$ cat src/logic/bstx_pkg.sv
package bstx_pkg;

  // ==========================================================================
  // Widths
  localparam int unsigned DATA_W  = 8;
  localparam int unsigned DADDR_W = 8;
  localparam int unsigned PADDR_W = 12;
  localparam int unsigned PWORD_W = 16;
  localparam int unsigned PAGE_W  = 8;

  // ==========================================================================
  // Operation codes on the decoded operation port
  typedef enum logic [2:0] {
    BSTX_OP_NOP        = 3'h0,
    BSTX_OP_SKIP_CLR   = 3'h1,
    BSTX_OP_TBL_CUR    = 3'h2,
    BSTX_OP_TBL_LAST   = 3'h3,
    BSTX_OP_XOR_ACC    = 3'h4,
    BSTX_OP_XOR_MEM    = 3'h5,
    BSTX_OP_XOR_IMM    = 3'h6
  } bstx_op_t;

  // ==========================================================================
  // Reset values and the fixed last page
  localparam logic [7:0]  ACC_RST        = 8'h00;
  localparam logic [7:0]  TABLE_HIGH_RST = 8'h00;
  localparam logic        ZERO_RST       = 1'b0;
  localparam logic [11:0] PC_RST         = 12'h000;
  localparam logic [3:0]  LAST_PAGE      = 4'hf;

endpackage : bstx_pkg

$ cat src/logic/bstx_core.sv
// Contract
// RQ1 - A skip on bit clear whose tested bit is 0 skips the next instruction with a dummy cycle.
// RQ2 - A skip on bit clear whose tested bit is 1 continues in sequence and touches no flag.
// RQ3 - The current-page table read fetches pc page plus table pointer, low byte to memory.
// RQ4 - Every table read loads the fetched high byte into the table-high register.
// RQ5 - The last-page table read uses the last page, low byte to memory, high byte to table-high.
// RQ6 - XOR into accumulator stores acc xor memory in acc and changes only the zero flag.
// RQ7 - XOR into memory stores acc xor memory back to memory and changes only the zero flag.
// RQ8 - XOR immediate stores acc xor immediate in acc and changes only the zero flag.
// RQ9 - The zero flag is set on an all-zero XOR result and cleared otherwise.
`timescale 1ns/10ps
module bstx_core (
  // Clock and reset
  input  wire logic                             clock_i,
  input  wire logic                             rst_i,
  // Decoded instruction
  input  wire logic                             op_valid_i,
  input  wire bstx_pkg::bstx_op_t               op_i,
  input  wire logic [bstx_pkg::DADDR_W-1:0]     mem_addr_i,
  input  wire logic [2:0]                       bit_sel_i,
  input  wire logic [bstx_pkg::DATA_W-1:0]      imm_i,
  input  wire logic [bstx_pkg::DATA_W-1:0]      table_pointer_i,
  // Data memory read data, combinational for mem_addr_i
  input  wire logic [bstx_pkg::DATA_W-1:0]      mem_rdata_i,
  // Program memory read data, combinational for the internal table address
  input  wire logic [bstx_pkg::PWORD_W-1:0]     prog_rdata_i,
  // Core state
  output logic [bstx_pkg::PADDR_W-1:0]          pc_o,
  output logic [bstx_pkg::DATA_W-1:0]           acc_o,
  output logic                                  zero_flag_o,
  output logic [bstx_pkg::DATA_W-1:0]           table_high_byte_reg_o,
  output logic                                  busy_o,
  // Program memory address
  output logic [bstx_pkg::PADDR_W-1:0]          prog_addr_o,
  // Data memory write
  output logic                                  mem_we_o,
  output logic [bstx_pkg::DADDR_W-1:0]          mem_waddr_o,
  output logic [bstx_pkg::DATA_W-1:0]           mem_wdata_o
);

  // ==========================================================================
  // Decode
  wire logic                           take;
  wire logic                           is_skip;
  wire logic                           is_tcur;
  wire logic                           is_tlast;
  wire logic                           is_tbl;
  wire logic                           is_xacc;
  wire logic                           is_xmem;
  wire logic                           is_ximm;
  wire logic                           is_xor;
  wire logic                           bit_clear;
  wire logic [bstx_pkg::DATA_W-1:0]    xor_operand;
  wire logic [bstx_pkg::DATA_W-1:0]    xor_result;
  wire logic [bstx_pkg::PADDR_W-1:0]   tbl_addr;
  wire logic [bstx_pkg::PADDR_W-1:0]   pc_next;

  typedef enum logic {BSTX_RUN, BSTX_DUMMY} bstx_state_t;
  bstx_state_t state_q;
  bstx_state_t state_d;

  logic [bstx_pkg::PADDR_W-1:0] pc_q;
  logic [bstx_pkg::DATA_W-1:0]  acc_q;
  logic                         zero_q;
  logic [bstx_pkg::DATA_W-1:0]  table_high_q;
  logic [bstx_pkg::PADDR_W-1:0] paddr_q;
  logic                         we_q;
  logic [bstx_pkg::DADDR_W-1:0] waddr_q;
  logic [bstx_pkg::DATA_W-1:0]  wdata_q;

  // Dummy cycle swallows any operation offered meanwhile
  assign take      = op_valid_i && (state_q == BSTX_RUN);
  assign is_skip   = take && (op_i == bstx_pkg::BSTX_OP_SKIP_CLR);
  assign is_tcur   = take && (op_i == bstx_pkg::BSTX_OP_TBL_CUR);
  assign is_tlast  = take && (op_i == bstx_pkg::BSTX_OP_TBL_LAST);
  assign is_tbl    = is_tcur || is_tlast;
  assign is_xacc   = take && (op_i == bstx_pkg::BSTX_OP_XOR_ACC);
  assign is_xmem   = take && (op_i == bstx_pkg::BSTX_OP_XOR_MEM);
  assign is_ximm   = take && (op_i == bstx_pkg::BSTX_OP_XOR_IMM);
  assign is_xor    = is_xacc || is_xmem || is_ximm;
  assign bit_clear = ~mem_rdata_i[bit_sel_i];
  assign xor_operand = is_ximm ? imm_i : mem_rdata_i; // RQ8
  assign xor_result  = acc_q ^ xor_operand; // RQ6 RQ7
  // Page bits come from pc or the fixed last page
  // Table word must answer in the same cycle; there is no wait state
  assign tbl_addr = is_tlast ? {bstx_pkg::LAST_PAGE, table_pointer_i} // RQ5
                             : {pc_q[bstx_pkg::PADDR_W-1:bstx_pkg::PAGE_W],
                                table_pointer_i}; // RQ3
  // Any taken op adds one to pc; no op holds it
  assign pc_next = take ? pc_q + 12'h001 : pc_q;

  // Dummy cycle lasts exactly one clock
  always_comb begin
    state_d = state_q;
    case (state_q)
      BSTX_RUN:   if (is_skip && bit_clear) state_d = BSTX_DUMMY; // RQ1
      BSTX_DUMMY: state_d = BSTX_RUN;
      default:    state_d = BSTX_RUN;
    endcase
  end

  // ==========================================================================
  // State
  always_ff @(posedge clock_i or posedge rst_i) begin
    if (rst_i) begin
      state_q <= BSTX_RUN;
      pc_q    <= bstx_pkg::PC_RST;
    end else begin
      state_q <= state_d;
      pc_q    <= (state_q == BSTX_DUMMY) ? pc_q + 12'h001 : pc_next; // RQ1 RQ2
    end
  end

  // Accumulator written only by the XOR forms that target it
  always_ff @(posedge clock_i or posedge rst_i) begin
    if (rst_i) begin
      acc_q <= bstx_pkg::ACC_RST;
    end else if (is_xacc || is_ximm) begin
      acc_q <= xor_result; // RQ6 RQ8
    end
  end

  // Only XOR touches the flag; skip and table reads leave it
  always_ff @(posedge clock_i or posedge rst_i) begin
    if (rst_i) begin
      zero_q <= bstx_pkg::ZERO_RST;
    end else if (is_xor) begin
      zero_q <= (xor_result == 8'h00); // RQ9
    end
  end

  always_ff @(posedge clock_i or posedge rst_i) begin
    if (rst_i) begin
      table_high_q <= bstx_pkg::TABLE_HIGH_RST;
    end else if (is_tbl) begin
      table_high_q <= prog_rdata_i[15:8]; // RQ4
    end
  end

  // Address goes to memory only as a registered copy, one cycle late
  always_ff @(posedge clock_i or posedge rst_i) begin
    if (rst_i) begin
      paddr_q <= bstx_pkg::PC_RST;
    end else begin
      paddr_q <= tbl_addr;
    end
  end

  // One-cycle write pulse; the memory takes it at the next edge
  always_ff @(posedge clock_i or posedge rst_i) begin
    if (rst_i) begin
      we_q    <= 1'b0;
      waddr_q <= 8'h00;
      wdata_q <= 8'h00;
    end else begin
      we_q    <= is_tbl || is_xmem;
      waddr_q <= mem_addr_i;
      wdata_q <= is_tbl ? prog_rdata_i[7:0] : xor_result; // RQ3 RQ5 RQ7
    end
  end

  // ==========================================================================
  // Outputs
  assign pc_o                  = pc_q;
  assign acc_o                 = acc_q;
  assign zero_flag_o           = zero_q;
  assign table_high_byte_reg_o = table_high_q;
  assign busy_o                = (state_q == BSTX_DUMMY);
  assign prog_addr_o           = paddr_q;
  assign mem_we_o              = we_q;
  assign mem_waddr_o           = waddr_q;
  assign mem_wdata_o           = wdata_q;

  // ==========================================================================
  // Checks
  a_skip_dummy_cycle: assert property (@(posedge clock_i) disable iff (rst_i) // RQ1
    is_skip && bit_clear |=> busy_o ##1 !busy_o && pc_o == $past(pc_o, 2) + 12'h002)
    else $error("skip did not take a dummy cycle");
  a_noskip_sequential: assert property (@(posedge clock_i) disable iff (rst_i) // RQ2
    is_skip && !bit_clear |=> !busy_o && pc_o == $past(pc_o) + 12'h001 && $stable(zero_flag_o))
    else $error("unskipped test did not proceed");
  a_tbl_cur_write: assert property (@(posedge clock_i) disable iff (rst_i) // RQ3
    is_tcur |=> mem_we_o && mem_wdata_o == $past(prog_rdata_i[7:0])
      && prog_addr_o[7:0] == $past(table_pointer_i) && $stable(zero_flag_o))
    else $error("current page table read wrong");
  a_tbl_high_load: assert property (@(posedge clock_i) disable iff (rst_i) // RQ4
    is_tbl |=> table_high_byte_reg_o == $past(prog_rdata_i[15:8]))
    else $error("table high byte not loaded");
  a_tbl_last_page: assert property (@(posedge clock_i) disable iff (rst_i) // RQ5
    is_tlast |=> prog_addr_o[11:8] == bstx_pkg::LAST_PAGE && mem_we_o)
    else $error("last page table read wrong");
  a_xor_acc_result: assert property (@(posedge clock_i) disable iff (rst_i) // RQ6
    is_xacc |=> acc_o == ($past(acc_o) ^ $past(mem_rdata_i)) && !mem_we_o)
    else $error("xor into acc wrong");
  a_xor_mem_result: assert property (@(posedge clock_i) disable iff (rst_i) // RQ7
    is_xmem |=> mem_we_o && mem_wdata_o == ($past(acc_o) ^ $past(mem_rdata_i))
      && $stable(acc_o))
    else $error("xor into memory wrong");
  a_xor_imm_result: assert property (@(posedge clock_i) disable iff (rst_i) // RQ8
    is_ximm |=> acc_o == ($past(acc_o) ^ $past(imm_i)))
    else $error("xor immediate wrong");
  a_zero_flag_value: assert property (@(posedge clock_i) disable iff (rst_i) // RQ9
    is_xor |=> zero_flag_o == ($past(xor_result) == 8'h00))
    else $error("zero flag wrong");
  a_skip_flag_kept: assert property (@(posedge clock_i) disable iff (rst_i) // RQ2
    is_skip |=> $stable(zero_flag_o) && $stable(acc_o) && !mem_we_o)
    else $error("skip changed a flag or result");
  a_dummy_drops_op: assert property (@(posedge clock_i) disable iff (rst_i) // RQ1
    busy_o |=> $stable(acc_o) && $stable(zero_flag_o) && !mem_we_o && !busy_o)
    else $error("dummy cycle executed an operation");

  // ==========================================================================
  // Coverage
  c_skip_taken: cover property (@(posedge clock_i) disable iff (rst_i) is_skip && bit_clear);
  c_skip_not_taken: cover property (@(posedge clock_i) disable iff (rst_i) is_skip && !bit_clear);
  c_tbl_cur: cover property (@(posedge clock_i) disable iff (rst_i) is_tcur);
  c_tbl_last: cover property (@(posedge clock_i) disable iff (rst_i) is_tlast);
  c_xor_zero: cover property (@(posedge clock_i) disable iff (rst_i) is_xor ##1 zero_flag_o);

endmodule : bstx_core

$ cat config.mk
export PLATFORM = sky130hd
export DESIGN_NAME = bstx_core
export DESIGN_NICKNAME = d
export VERILOG_FILES = /design/src/logic/bstx_pkg.sv /design/src/logic/bstx_core.sv
export SDC_FILE = /design/constraint.sdc
export NUM_CORES = 1
export LEC_CHECK = 0
export BUFFER_PORTS_ARGS = -buffer_cell sky130_fd_sc_hd__buf_2
export CORE_MARGIN = 2
export CORE_UTILIZATION = 35
export CTS_CLUSTER_DIAMETER = 30
export CTS_CLUSTER_SIZE = 8
export DETAILED_ROUTE_END_ITERATION = 7
export GPL_ROUTABILITY_DRIVEN = 0
export PLACE_DENSITY = 0.71
export SYNTH_ARGS = -nofsm -noshare
export SYNTH_HDL_FRONTEND = slang
export SYNTH_SLANG_ARGS = --single-unit
$ cat constraint.sdc
create_clock -name clock_i -period 2.8 [get_ports clock_i]
set_clock_uncertainty 0.15 [all_clocks]
set_input_delay 0.28 -clock clock_i [delete_from_list [all_inputs] [get_ports clock_i]]
set_output_delay 0.28 -clock clock_i [all_outputs]
set_load 0.02 [all_outputs]
### Yosys cells after proc, flatten, opt, wreduce, memory -nomap -nowiden

Cells that the tools add are included.

* memory bits (writable): 0
* word-level logic and storage cells: 44
* memories: 0
* bits in latches: 0
* ROM bits: 0
* input port bits: 57
* bits in registers: 59

* divide/modulo/power cells: 0
* bitwise gates (word level): 3
* $mul: 0
* eq/ne operators: 6
* reductions and logical operators: 15
* shift operators: 0
* $add $sub $neg: 1
* mux-type cells: 9
* $lt $le $gt $ge: 1

Operators with widths (count)
* $mux W12: 3
* $mux W8: 2
* $add A12 B1 Y12 const B: 1
* $eq A3 B3 Y1 const B: 3
* $logic_and A1 B1 Y1: 8
* $logic_not A8 Y1: 1
* $xor A8 B8 Y8: 1
* $eq A3 B2 Y1 const B: 2
* $logic_or A1 B1 Y1: 5
* $lt A3 B4 Y1 const B: 1
* $bmux W1 S3: 1
* $eq A3 B1 Y1 const B: 1
* $mux W1: 2
* $not A1 Y1: 2
* $pmux W1 S2: 1
* $reduce_bool A2 Y1: 1

### Logic depth before layout (Yosys ltp)

* word-level depth: 6
* mapped depth: 6

### Worst setup path before layout

OpenSTA, ideal clock, no wires.

* kind: reg-to-reg
* start: register state_q, in the netlist busy_o
* end: register zero_q, in the netlist zero_flag_o
* arrival time: 1824 ps
* stages on the path, launching flop included: 7
* period minus slack after synthesis: 2077 ps
* slack: 723 ps
* required time: 2546 ps
* path buffers: 1
* library setup time: 104 ps
* cell sequence: dfrtp_1 and4bb_4 buf_6 a21boi_1 or3_1 a22o_1 o41ai_2

* cells in the longest elaborated chain, start to end: 6
* elaborated cells between the ends (all ways): 10
* those cells by class: mux: 1; bitwise: 2; reduce/logical: 7

Ends and longest elaborated chain
* start: declaration: line bstx_core.sv:59 `bstx_state_t state_q;`
* start signal: assignment: line bstx_core.sv:109 `state_q <= state_d;`
* $not A1 Y1 *: line bstx_core.sv:72 `assign take = op_valid_i && (state_q == BSTX_RUN);`
* $logic_and A1 B1 Y1 *: line bstx_core.sv:72
* $logic_and A1 B1 Y1: line bstx_core.sv:79 `assign is_ximm = take && (op_i == bstx_pkg::BSTX_OP_XOR_IMM);`
* $mux W8: line bstx_core.sv:82 `assign xor_operand = is_ximm ? imm_i : mem_rdata_i;`
* $xor A8 B8 Y8: line bstx_core.sv:83 `assign xor_result = acc_q ^ xor_operand;`
* $logic_not A8 Y1: line bstx_core.sv:128 `zero_q <= (xor_result == 8'h00);`
* end signal: assignment: line bstx_core.sv:126 `zero_q <= bstx_pkg::ZERO_RST;`
* end signal: assignment: line bstx_core.sv:128
* end: declaration: line bstx_core.sv:64 `logic zero_q;`

Mark *: on every way between the ends. The rest lies on a longest branch, timed or not.
A chain may end at the register's enable or synchronous reset.

### Final worst setup path

Same ends and word-level chain as after synthesis.

==> results list <==
* Status: finished with violations
- The checks that failed: negative hold slack.
- The HPWL after detailed placement is 4500 µm.
- Floorplan row count: 31
* Leading cell type by number of instances after synthesis: sky130_fd_sc_hd__dfrtp_1
- STA classifies the critical path endpoint as a flop.
* Most utilized layer in the global route result: met2
- Dividing total power by cell area gives a power density of 782 nW/µm².
- Min-Delay Path Class: in -> async
- After clock tree synthesis, the clock-pin slew on the worst setup and hold paths is 70 ps.
- Total I/O pin count: 116
- Relative to the synthesized area, the layout overhead comes to 40.9%.
- Count of placed standard cells including taps: 428
- The share of the Yosys chip area taken by registers is 57.8%.
* Type of the worst setup path: reg -> reg
* Count of distinct cell types in the synthesized netlist: 36
* Post-Synthesis Cell Area: approximately 2600 µm²
- The routed design could run at a clock period as short as 2120 ps.
* DIE HEIGHT: 89.4 µm
- The largest total area in the synthesized netlist belongs to sky130_fd_sc_hd__dfrtp_1.
- Initial standard-cell utilization of the core: 35.6%
* Critical Path Max Stage Delay: 460 ps
- Number of flops mapped to enable cells by yosys: 0
* Internal power: 1810 µW
* Cell count after synthesis: 217
- The clock reaches the later pin of the worst-skew pair after about 320 ps.
- The first TritonRoute pass finished after 4 iterations.
- Slew HR: 42.3%
- In the final routed layout, each cell accounts on average for between 10 and 15 µm.
- In this run, the number of DRC markers left after iteration 0 of detailed routing was 59.
* Max-slew violation count: 0
- Global-route usage over all layers: 16.3%
* Count of endpoints failing hold in the final timing report: 30
- Most frequent cells after synthesis: sky130_fd_sc_hd__dfrtp_1 (59), sky130_fd_sc_hd__nand2_1 (22), sky130_fd_sc_hd__nor2_1 (19)
- Combinational fraction of design power: 31.2%
- CTS Root Buffer Type: sky130_fd_sc_hd__clkbuf_8
- The number of setup buffers added after CTS is 0.
* Met3 track demand over resource in global routing: 4.80%
- Summed over all failing endpoints, the final setup total negative slack is 0 ps.
- For this run, design rule violations remaining after detail routing come to 0.
* Layout net count: approximately 420
- TritonCTS built the clock tree.
- The number of antenna violations at the first check in global routing is 0.
- Largest cells by area after synthesis: sky130_fd_sc_hd__dfrtp_1 (58%), sky130_fd_sc_hd__mux2_2 (4.4%), sky130_fd_sc_hd__nand2b_1 (4.4%), sky130_fd_sc_hd__xor2_1 (3.8%), sky130_fd_sc_hd__nand2_1 (3.2%)
- The count of buffers added on input and output ports is approximately 120.
* Critical path fanouts, max: 13
- Sequential power share: a little over two fifths
- Counting every net in the synthesized netlist gives 275.
- After detailed routing, the number of vias per cell comes to 4.56.
- During synthesis, Yosys emitted a total of 0 warnings.
- The average instance in the mapped netlist occupies around 12 µm².
- Buffer depth of the longest clock path: 2
- Summed over all nets, the switching power comes to 1010 µW.
- First-pass GRT wire length: 9800 µm
- Excluding fillers, the count of instances in the completed layout stands at 460.
- Across all hold checks on the routed design, the worst slack comes to -15.9 ps.
* Number of register bits inferred by synthesis: 59
- Switching share of total power: 35.8%
* Layout cell share with drive strength beyond 1: 41.3%
- The detail route stage leaves a number of antenna-violating nets equal to 0.
- For this run, global-route usage on met2 was measured as a little over a quarter.
- Derived from the worst setup path, the maximum achievable clock frequency is between 400 and 500 MHz.
* Setup repair after global routing missed its margin: false
- The number of global-route vias before repair is roughly 2100.
- Final setup fails: 0
* Top-area cell type share of the netlist area: 57.8%
* Crit share post-route: between 70% and 80%
- Global route overflow: 0
* Die area: 8000 µm²
- In the global route stage, met1 resource usage came out at 20.5%.
- For this run, the leading register cell type out of synthesis is sky130_fd_sc_hd__dfrtp_1.
- Worst setup SP type: flop
- The number of cells on the worst reg-to-reg path is 5.
* Number of levels in the clock H-tree: 3
- Maximum number of pins on one net before global-route repair: 44
* Vias: 2099
- # diodes: 0
- The clock drives between 50 and 60 sinks.
* Worst path arrival time: 2190 ps
- Series of cell instances along the critical path: and4bb_4 > a21boi_1 > or3_1 > a22o_1 > o41ai_2
- Required time of the critical path: 2870 ps
- The region available for standard cell placement spans about 7000 µm².
* Worst VDD drop: 0.455 mV
- Synth async-reset ratio: 100%
* Clock share of power: 26.1%
- TritonCTS created 9 clock buffers.
- At the pin with the least slew margin, the transition time is approximately 860 ps.
- The analysis attributes to cell leakage a power of 0.00181 µW.
- The floorplan step set the die width to 89.4 µm.
* Cell type of the slowest stage on the worst timing path: sky130_fd_sc_hd__dfrtp_1
- Detailed Route WL: roughly 6200 µm
- Max-cap violations in this run came to 0.
power by group through the flow:
stage	clock network, µW	registers, µW	logic, µW
after floorplan	0	1440	315
after global placement	0	1210	856
after detailed placement	0	1220	869
after CTS	768	1200	889
after global routing	806	1240	971
final	734	1200	878
layout make-up:
type / count / area (µm²)
Multi-Input combinational cell: 150 / 1040
Fill cell: 691 / 3580
Tap cell: 99 / 124
Sequential cell: 59 / 1480
Clock buffer: 10 / 128
Timing Repair Buffer: 135 / 768
Clock inverter: 5 / 55.1
Inverter: 2 / 7.51
cells in the final DEF, fill, tap and decap left out, types with 3 or more instances in the layout:
cell type / instances
sky130_fd_sc_hd__buf_2: 115
sky130_fd_sc_hd__dfrtp_1: 59
sky130_fd_sc_hd__nand2_1: 22
sky130_fd_sc_hd__nand2b_1: 18
sky130_fd_sc_hd__nor2_1: 18
sky130_fd_sc_hd__dlygate4sd3_1: 17
sky130_fd_sc_hd__xor2_1: 11
sky130_fd_sc_hd__mux2_2: 10
sky130_fd_sc_hd__o21ai_0: 10
sky130_fd_sc_hd__clkbuf_8: 9
sky130_fd_sc_hd__mux2i_1: 8
sky130_fd_sc_hd__xnor2_1: 8
sky130_fd_sc_hd__or3_1: 5
sky130_fd_sc_hd__and3_1: 4
sky130_fd_sc_hd__a21boi_0: 4
sky130_fd_sc_hd__a22oi_1: 3
sky130_fd_sc_hd__a211oi_1: 3
sky130_fd_sc_hd__buf_4: 3
kinds of logic (layout without fill, tap and decap cells):
kind of cell | count (synthesis) | after routing | synth area share, %
adders and majority gates | 1 | 1 | 0.490
xor gates and xnor gates | 19 | 19 | 6.51
and+or+nand+nor | 77 | 77 | 15.5
DFF | 59 | 59 | 57.8
muxes | 20 | 20 | 9.30
buffers and inverters | 8 | 152 | 1.57
AOI/OAI and AO/OA | 33 | 33 | 8.86
layer usage:
layer,wire length (µm),vias to the layer above
met4,87,0
met5,0,-
met2,2980,74
li1,-,1030
met3,392,10
met1,2730,985
sequential cells by signal (all words and copies together), names as in the netlist:
signal	cells
acc_o	8
mem_waddr_o	8
mem_we_o	1
mem_wdata_o	8
table_high_byte_reg_o	8
pc_o	12
prog_addr_o	12
zero_flag_o	1
busy_o	1
path summary, 6_finish.rpt:
| path | start | to | slack [ps] |
|---|---|---|---|
| setup / recovery | busy_o$_DFF_PP0_ | zero_flag_o$_DFFE_PP0P_ | 680 |
| setup reg to reg | busy_o$_DFF_PP0_ | zero_flag_o$_DFFE_PP0P_ | 680 |
| max in group asynchronous | rst_i | pc_o[5]$_DFFE_PP0P_ | 1820 |
| min in group clock_i | prog_rdata_i[5] | mem_wdata_o[5]$_DFF_PP0_ | 20 |
| hold / removal | rst_i | mem_waddr_o[7]$_DFF_PP0_ | -20 |
| hold reg to reg | zero_flag_o$_DFFE_PP0P_ | zero_flag_o$_DFFE_PP0P_ | 340 |
worst max-delay path, delay by kind of cell (launching register included):
family	cells	cell delay, ps
simple gates	2	780
compound gates	3	630
flops	1	460
what timing repair did:
action	CTS	global route
endpoints found under the hold margin	17	0
resized for setup	0	0
hold buffers	17	0
through the flow:
stage	total power [µW]	hold WS (ps)	utilization [%]	setup WS (ps)	instance area, µm²
2_1_floorplan	1750	161	-	723	2550
3_3_place_gp	2060	238	45.2	766	3250
3_5_place_dp	2090	240	45.2	723	3250
4_1_cts	2860	1.48	50.2	684	3600
5_1_grt	3020	22.1	50.2	545	3600
6_report	2820	-15.9	50.2	679	3600
Power figures use the tool's default switching activity.
